**src/design/srwd_consts.vh**
```
// Timing constants for the supervisor reset and watchdog core.
// Assumes a 100 MHz timebase clock; included by the core module only.
`ifndef SRWD_CONSTS_VH
`define SRWD_CONSTS_VH

// Timebase clock rate in hertz.
`define SRWD_CLK_HZ          100000000
// Reset stretch time in milliseconds.
`define SRWD_STRETCH_MS      200
// Watchdog timeout in tenths of a second (1.6 s).
`define SRWD_TIMEOUT_DS      16
// Stretch count in cycles, 200 ms at the clock rate, sized to the counter.
`define SRWD_STRETCH_CYC     28'h1312D00
// Timeout count in cycles, 1.6 s at the clock rate, sized to the counter.
`define SRWD_TIMEOUT_CYC     28'h9896800
// Counter width, wide enough for both counts.
`define SRWD_CNT_W           28

`endif

```
**src/design/srwd_core.v**
```verilog
// Digital core of a processor supervisor: stretched reset and watchdog.
// Assumes the pin inputs are asynchronous levels and rst is synchronous; the pad logic reports a floating
// kick input on a separate level input.
`timescale 1ns/1ps
`include "srwd_consts.vh"

module srwd_core #(
  parameter [`SRWD_CNT_W-1:0] STRETCH_CYCLES = `SRWD_STRETCH_CYC,
  parameter [`SRWD_CNT_W-1:0] TIMEOUT_CYCLES = `SRWD_TIMEOUT_CYC
) (
  input  wire mclk,
  input  wire rst,
  input  wire undervoltage_in,
  input  wire manual_reset_n_in,
  input  wire watchdog_kick_in,
  input  wire kick_floating_in,
  output reg  reset_n,
  output wire reset_hi,
  output reg  watchdog_fault_n
);

  // Two-stage synchronisers. Stage one is read only by stage two, so a
  // metastable first flop can never reach the counting logic.
  reg                   uv_s1;
  reg                   uv_s2;
  reg                   mr_s1;
  reg                   mr_s2;
  reg                   kick_s1;
  reg                   kick_s2;
  reg                   kick_prev;
  reg                   flt_s1;
  reg                   flt_s2;

  // Stretch counter, watchdog counter and the latched expiry flag.
  reg [`SRWD_CNT_W-1:0] stretch_cnt;
  reg [`SRWD_CNT_W-1:0] wd_cnt;
  reg                   wd_expired;

  // Next values, worked out by the combinational processes below.
  reg [`SRWD_CNT_W-1:0] next_stretch_cnt;
  reg                   next_reset_n;
  reg [`SRWD_CNT_W-1:0] next_wd_cnt;
  reg                   next_wd_expired;
  reg                   next_watchdog_fault_n;

  // Decoded conditions shared by several processes.
  wire                  reset_source;
  wire                  kick_edge;
  wire                  wd_clear;
  wire                  wd_at_limit;
  wire                  stretch_busy;

  // The stretch keeps counting down while the count is at least two; the
  // last step releases reset, so the low time is STRETCH_CYCLES edges.
  localparam [`SRWD_CNT_W-1:0] STRETCH_LAST = {{(`SRWD_CNT_W-2){1'b0}}, 2'b10};
  // The expiry flag sets on the edge after the counter reaches this value.
  localparam [`SRWD_CNT_W-1:0] TIMEOUT_LAST = TIMEOUT_CYCLES - 1'b1;

  // Compares a count against a bound; shared by both timers so that their
  // end points are decided in one place.
  function srwd_at_least;
    input [`SRWD_CNT_W-1:0] value;
    input [`SRWD_CNT_W-1:0] bound;
    begin
      srwd_at_least = (value >= bound);
    end
  endfunction

  // Steps a counter down by one and stops at zero, so it never wraps
  // around into a huge stretch if it is ever reached at zero.
  function [`SRWD_CNT_W-1:0] srwd_count_down;
    input [`SRWD_CNT_W-1:0] value;
    begin
      if (value == {`SRWD_CNT_W{1'b0}}) begin
        srwd_count_down = value;
      end else begin
        srwd_count_down = value - 1'b1;
      end
    end
  endfunction

  // Steps a counter up by one and holds it at the top value, so a very
  // long idle span cannot wrap the watchdog back into its quiet range.
  function [`SRWD_CNT_W-1:0] srwd_count_up;
    input [`SRWD_CNT_W-1:0] value;
    begin
      if (value == {`SRWD_CNT_W{1'b1}}) begin
        srwd_count_up = value;
      end else begin
        srwd_count_up = value + 1'b1;
      end
    end
  endfunction

  // Synchronise all pin levels to the timebase clock.
  // The undervoltage and floating stages start high, so the core comes out
  // of reset as if the supply had just risen and the kick pin were open.
  always @(posedge mclk) begin
    if (rst) begin
      uv_s1     <= 1'b1;
      uv_s2     <= 1'b1;
      mr_s1     <= 1'b1;
      mr_s2     <= 1'b1;
      kick_s1   <= 1'b0;
      kick_s2   <= 1'b0;
      kick_prev <= 1'b0;
      flt_s1    <= 1'b1;
      flt_s2    <= 1'b1;
    end else begin
      uv_s1     <= undervoltage_in;
      uv_s2     <= uv_s1;
      mr_s1     <= manual_reset_n_in;
      mr_s2     <= mr_s1;
      kick_s1   <= watchdog_kick_in;
      kick_s2   <= kick_s1;
      kick_prev <= kick_s2;
      flt_s1    <= kick_floating_in;
      flt_s2    <= flt_s1;
    end
  end

  // Watchdog expiry plays no part here, so a timeout never resets by itself.
  // A user who wants a reset on timeout wires the fault pin to manual reset.
  assign reset_source = uv_s2 | ~mr_s2;
  // Both edge directions count alike; the history flop sits after stage two.
  assign kick_edge    = kick_s2 ^ kick_prev;
  // Reset, an open kick pin or a kick edge all clear the watchdog timer.
  assign wd_clear     = ~reset_n | flt_s2 | kick_edge;
  assign wd_at_limit  = srwd_at_least(wd_cnt, TIMEOUT_LAST);
  assign stretch_busy = srwd_at_least(stretch_cnt, STRETCH_LAST);

  // Reset stretch: reload while a source is active, count down afterwards.
  // Bounce on the manual input just reloads the count, giving one pulse;
  // the cost is that the pulse ends a full stretch after the last bounce.
  always @* begin
    next_stretch_cnt = stretch_cnt;
    next_reset_n     = reset_n;
    if (reset_source) begin
      next_stretch_cnt = STRETCH_CYCLES;
      next_reset_n     = 1'b0;
    end else if (stretch_busy) begin
      next_stretch_cnt = srwd_count_down(stretch_cnt);
      next_reset_n     = 1'b0;
    end else begin
      next_stretch_cnt = {`SRWD_CNT_W{1'b0}};
      next_reset_n     = 1'b1;
    end
  end

  // Stretch registers; the core reset behaves like a fresh power-up.
  always @(posedge mclk) begin
    if (rst) begin
      stretch_cnt <= STRETCH_CYCLES;
      reset_n     <= 1'b0;
    end else begin
      stretch_cnt <= next_stretch_cnt;
      reset_n     <= next_reset_n;
    end
  end

  // Both polarities come from the same flop, so they can never disagree.
  assign reset_hi = ~reset_n;

  // Watchdog timer; expiry latches until an edge, reset, or floating input.
  // A clear in the same cycle as the expiry wins, since the kick came in time.
  always @* begin
    next_wd_cnt     = wd_cnt;
    next_wd_expired = wd_expired;
    if (wd_clear) begin
      next_wd_cnt     = {`SRWD_CNT_W{1'b0}};
      next_wd_expired = 1'b0;
    end else if (wd_at_limit) begin
      next_wd_expired = 1'b1;
    end else begin
      next_wd_cnt     = srwd_count_up(wd_cnt);
    end
  end

  // Watchdog registers.
  always @(posedge mclk) begin
    if (rst) begin
      wd_cnt     <= {`SRWD_CNT_W{1'b0}};
      wd_expired <= 1'b0;
    end else begin
      wd_cnt     <= next_wd_cnt;
      wd_expired <= next_wd_expired;
    end
  end

  // Undervoltage low-line overrides the timer and releases with no stretch.
  // With the kick pin open the expiry flag stays clear, leaving a low-line flag.
  always @* begin
    next_watchdog_fault_n = ~(uv_s2 | wd_expired);
  end

  // Fault output register; it resets high, then goes low for two cycles while the undervoltage stages still hold their reset value.
  always @(posedge mclk) begin
    if (rst) begin
      watchdog_fault_n <= 1'b1;
    end else begin
      watchdog_fault_n <= next_watchdog_fault_n;
    end
  end

endmodule // srwd_core

```
**config.mk**
```make
export PLATFORM = sky130hd
export DESIGN_NAME = srwd_core
export DESIGN_NICKNAME = d
export VERILOG_FILES = /design/src/design/srwd_core.v
export VERILOG_INCLUDE_DIRS = /design/src /design/src/design
export SDC_FILE = /design/constraint.sdc
export NUM_CORES = 1
export LEC_CHECK = 0
export ABC_CLOCK_PERIOD_IN_PS = 5200
export BUFFER_PORTS_ARGS = -buffer_cell sky130_fd_sc_hd__buf_2
export CORE_UTILIZATION = 60
export DETAILED_ROUTE_END_ITERATION = 12
export PLACE_DENSITY = 0.83
export SETUP_SLACK_MARGIN = 0.5
export SLEW_MARGIN = 20
export SYNTH_ARGS = -nofsm -noshare
export SYNTH_HDL_FRONTEND = slang
export SYNTH_SLANG_ARGS = --single-unit
```
**constraint.sdc**
```tcl
create_clock -name mclk -period 5.2 [get_ports mclk]
set_input_delay 1.56 -clock mclk [delete_from_list [all_inputs] [get_ports mclk]]
set_output_delay 1.56 -clock mclk [all_outputs]
set_load 0.02 [all_outputs]
```
==> flow_summary.ini <==
[worst_hold_path]
hold_path.class = reg2reg
min_from = mr_s1
holdPathStages = 1
min_to = mr_s2

[cts]
cts.path.max_buffers = 2
path_clk_slew_ps = 80
cts_sinks = 68
htreeDepth = 3
numCtsBuffers = 9
post_cts.repair.setup_buffers = 0
ctsResizeCount = 0
cts-root-buf = clkbuf_8
cts_hold_buf = 0
cts_tree = done
clkLatencyLatePin_ps = 350

[timing]
slew_viol_final = 0
period_needed_ps = 3120
timing.final.crit_share_pct = 60.1
rsz0062_at_grt = false
fin_skew_ps = 11.1
worst_slack_ps = 2080
tightestPinTransition_ps = 884
timing.setup.tns_ps = 0
slew_headroom_pct = 40.9
hold_viol = 0
finalHoldWorstSlack_ps = 417
setup_viol = 0
max_freq_ghz = 0.320

[place]
io_buffers = 8
dp_cells = 443
dp_hpwl_um = 4370
place_congestion = 0.849
placed_area_um2 = 3330
place_ws_ps = 1730

[floorplan]
die_w_um = 75.4
design.core.area_um2 = 5140
initial_utilization_pct = 62.9
rows = 26
num_io_pins = 9
dieArea_um2 = 5690
die_h_um = 75.4

[setup_path]
critical_path_class = in2reg
r2r_end = stretch_cnt[14]
reg2reg_depth = 6
cp_max_fo = 20
critPathArrivalTime_ps = 3380
r2r-start = stretch_cnt[16]
endpoint_kind = flip-flop
r2r_setup_slack_ps = 2270
setup.worst_path.start_class = primary input
critical_path_required_ps = 5460

[power]
p_leak_nw = 1.23
p_total_mw = 1.04
ir_worst_vdd_v = 0.000203
powerDensity_nw_per_um2 = 293

[grt]
grt_pass1_wl_um = 10200
gr-total-overflow = 0
grt_max_degree = 25
grtUsageTotal_pct = 23.8
grt_pass1_vias = 2476
antenna_found_initial = 0

[logic_synthesis]
synth-edff-count = 0
ys_types = 45
syn-cell-area_um2 = 3230
synth_warnings = 0
syn_nets = 385
yosysTopAreaCellShare_pct = 42.1
ys.flop_type = dfxtp_1
synth-async-reset-ratio_pct = 0
synth_cells = 375
synth_seq_cells = 68
ys_seq_area_share_pct = 42.1
synth_area_per_cell_um2 = 8.62
synth_top_cell_by_area = dfxtp_1
ys_top_cells_by_area = dfxtp_1 (42%), nor2_1 (6.7%), xnor2_1 (6.2%)

[routing]
wl_per_cell_um = 14.3
drt_iter0_markers = 165
postRouteAntennaNets = 0
num_vias = 2719
totalWireLength_um = 6570
vias_per_cell = 5.92
drc = 0
drt-pass1-iter-count = 4

[layout]
final_util_pct = 69.2
num_antenna_cells = 0
finalNonFillerCells = 459
layout.nets = 394
final_area_um2 = 3550
syn2layout_area_growth_pct = 9.90
fillers = 421
drive_gt1_share_pct = 11.1

[status]
status = completed

[flow_run]
maxCapViolCount = 0
-- power by group --
part	leakage [nW]	switching [mW]	internal, mW
Sequential	0.551	0.00344	0.526
Clock	0.110	0.211	0.272
Combinational	0.573	0.0170	0.0127
Total	1.23	0.231	0.811
-- cells in the mapped netlist (all sizes together), types with 6 or more instances --
cell    instances
dfxtp          68
xnor2          23
nor2           58
nand2          30
nand4          11
or4             8
nor3           18
nor4           15
o21ai          10
xor2           13
inv             9
or3             9
clkbuf          9
a21oi           6
nand3          18
or2             7
-- worst max path at each step --
stage          start             end  slack [ps]  depth (start not counted)
3_5_place_dp     rst  stretch_cnt[1]        1730                          4
6_report         rst  stretch_cnt[1]        2080                          4
4_1_cts          rst  stretch_cnt[1]        2070                          4
2_1_floorplan    rst      wd_cnt[22]        2370                          5
5_1_grt          rst  stretch_cnt[1]        1810                          4
3_3_place_gp     rst  stretch_cnt[1]        1770                          4
-- cell families (layout without fill, tap and decap cells) --
| family | count (synthesis) | in the layout | synth area share (%) |
|---|---|---|---|
| flip-flops | 68 | 68 | 42.1 |
| multiplexers | 5 | 5 | 1.55 |
| AND/OR/NAND/NOR | 202 | 202 | 33.5 |
| AO/OA/AOI/OAI | 40 | 40 | 9.13 |
| buffers and inverters | 20 | 34 | 2.40 |
| adder cells (fa/ha/maj) | 4 | 4 | 1.55 |
| XOR/XNOR | 36 | 36 | 9.75 |
-- cell type report --
type	count	area (um^2)	area share, %
Inverter	9	33.8	0.950
Timing Repair Buffer	9	47.5	1.34
Clock buffer	9	124	3.48
Multi-Input combinational cell	287	1800	50.7
Sequential cell	68	1360	38.3
Clock inverter	7	98.8	2.78
Tap cell	70	87.6	2.46
-- critical path, stage by stage --
cell,delay (ps)
buf_2,170
nor3b_1,700
nand2b_1,630
a211oi_1,320
-- routing by layer --
| layer | GRT usage (%) | vias to the layer above | wire length [um] |
|---|---|---|---|
| met2 | 42.9 | 85 | 3320 |
| met4 | 9.88 | 0 | 150 |
| li1 | - | 1350 | - |
| met5 | 0 | - | 0 |
| met1 | 25.8 | 1263 | 2780 |
| met3 | 7.28 | 21 | 326 |
-- sequential cells by signal, summed over array words and instances (netlist names) --
register	cells
wd_expired	1
flt_s1	1
flt_s2	1
kick_s2	1
uv_s2	1
reset_n	1
mr_s1	1
mr_s2	1
uv_s1	1
wd_cnt	28
stretch_cnt	28
kick_prev	1
watchdog_fault_n	1
kick_s1	1
-- placed cells by master (no fill, tap or decap), types with 2 or more instances in the layout --
| master | Yosys | routed |
|---|---|---|
| o21ai_0 | 10 | 10 |
| or2_2 | 7 | 7 |
| ha_1 | 4 | 4 |
| nand3_1 | 18 | 18 |
| or3_4 | 2 | 2 |
| mux2i_1 | 5 | 5 |
| o2111ai_1 | 2 | 2 |
| inv_1 | 9 | 9 |
| a31oi_1 | 5 | 5 |
| nor4_4 | 2 | 2 |
| o211ai_1 | 4 | 4 |
| nand2b_1 | 5 | 5 |
| or3_1 | 7 | 7 |
| or4_1 | 7 | 7 |
| nor3b_1 | 2 | 2 |
| xnor2_1 | 23 | 23 |
| and2_1 | 5 | 5 |
| a211oi_1 | 2 | 2 |
| bufinv_16 | 0 | 2 |
| buf_2 | 2 | 8 |
| a21oi_1 | 6 | 6 |
| clkbuf_8 | 0 | 9 |
| xor2_1 | 13 | 13 |
| a31o_2 | 2 | 2 |
| nor2b_1 | 4 | 4 |
| nor2_1 | 58 | 58 |
| dfxtp_1 | 68 | 68 |
| nor4_1 | 13 | 12 |
| nor3_1 | 18 | 18 |
| nand4b_1 | 3 | 3 |
| nand3b_1 | 2 | 2 |
| and3_1 | 2 | 2 |
| nand4_1 | 11 | 11 |
| and4_1 | 2 | 2 |
| clkinv_4 | 0 | 2 |
| nand2_1 | 30 | 30 |
| a41o_1 | 3 | 3 |
(Power assumes the default switching activity.)
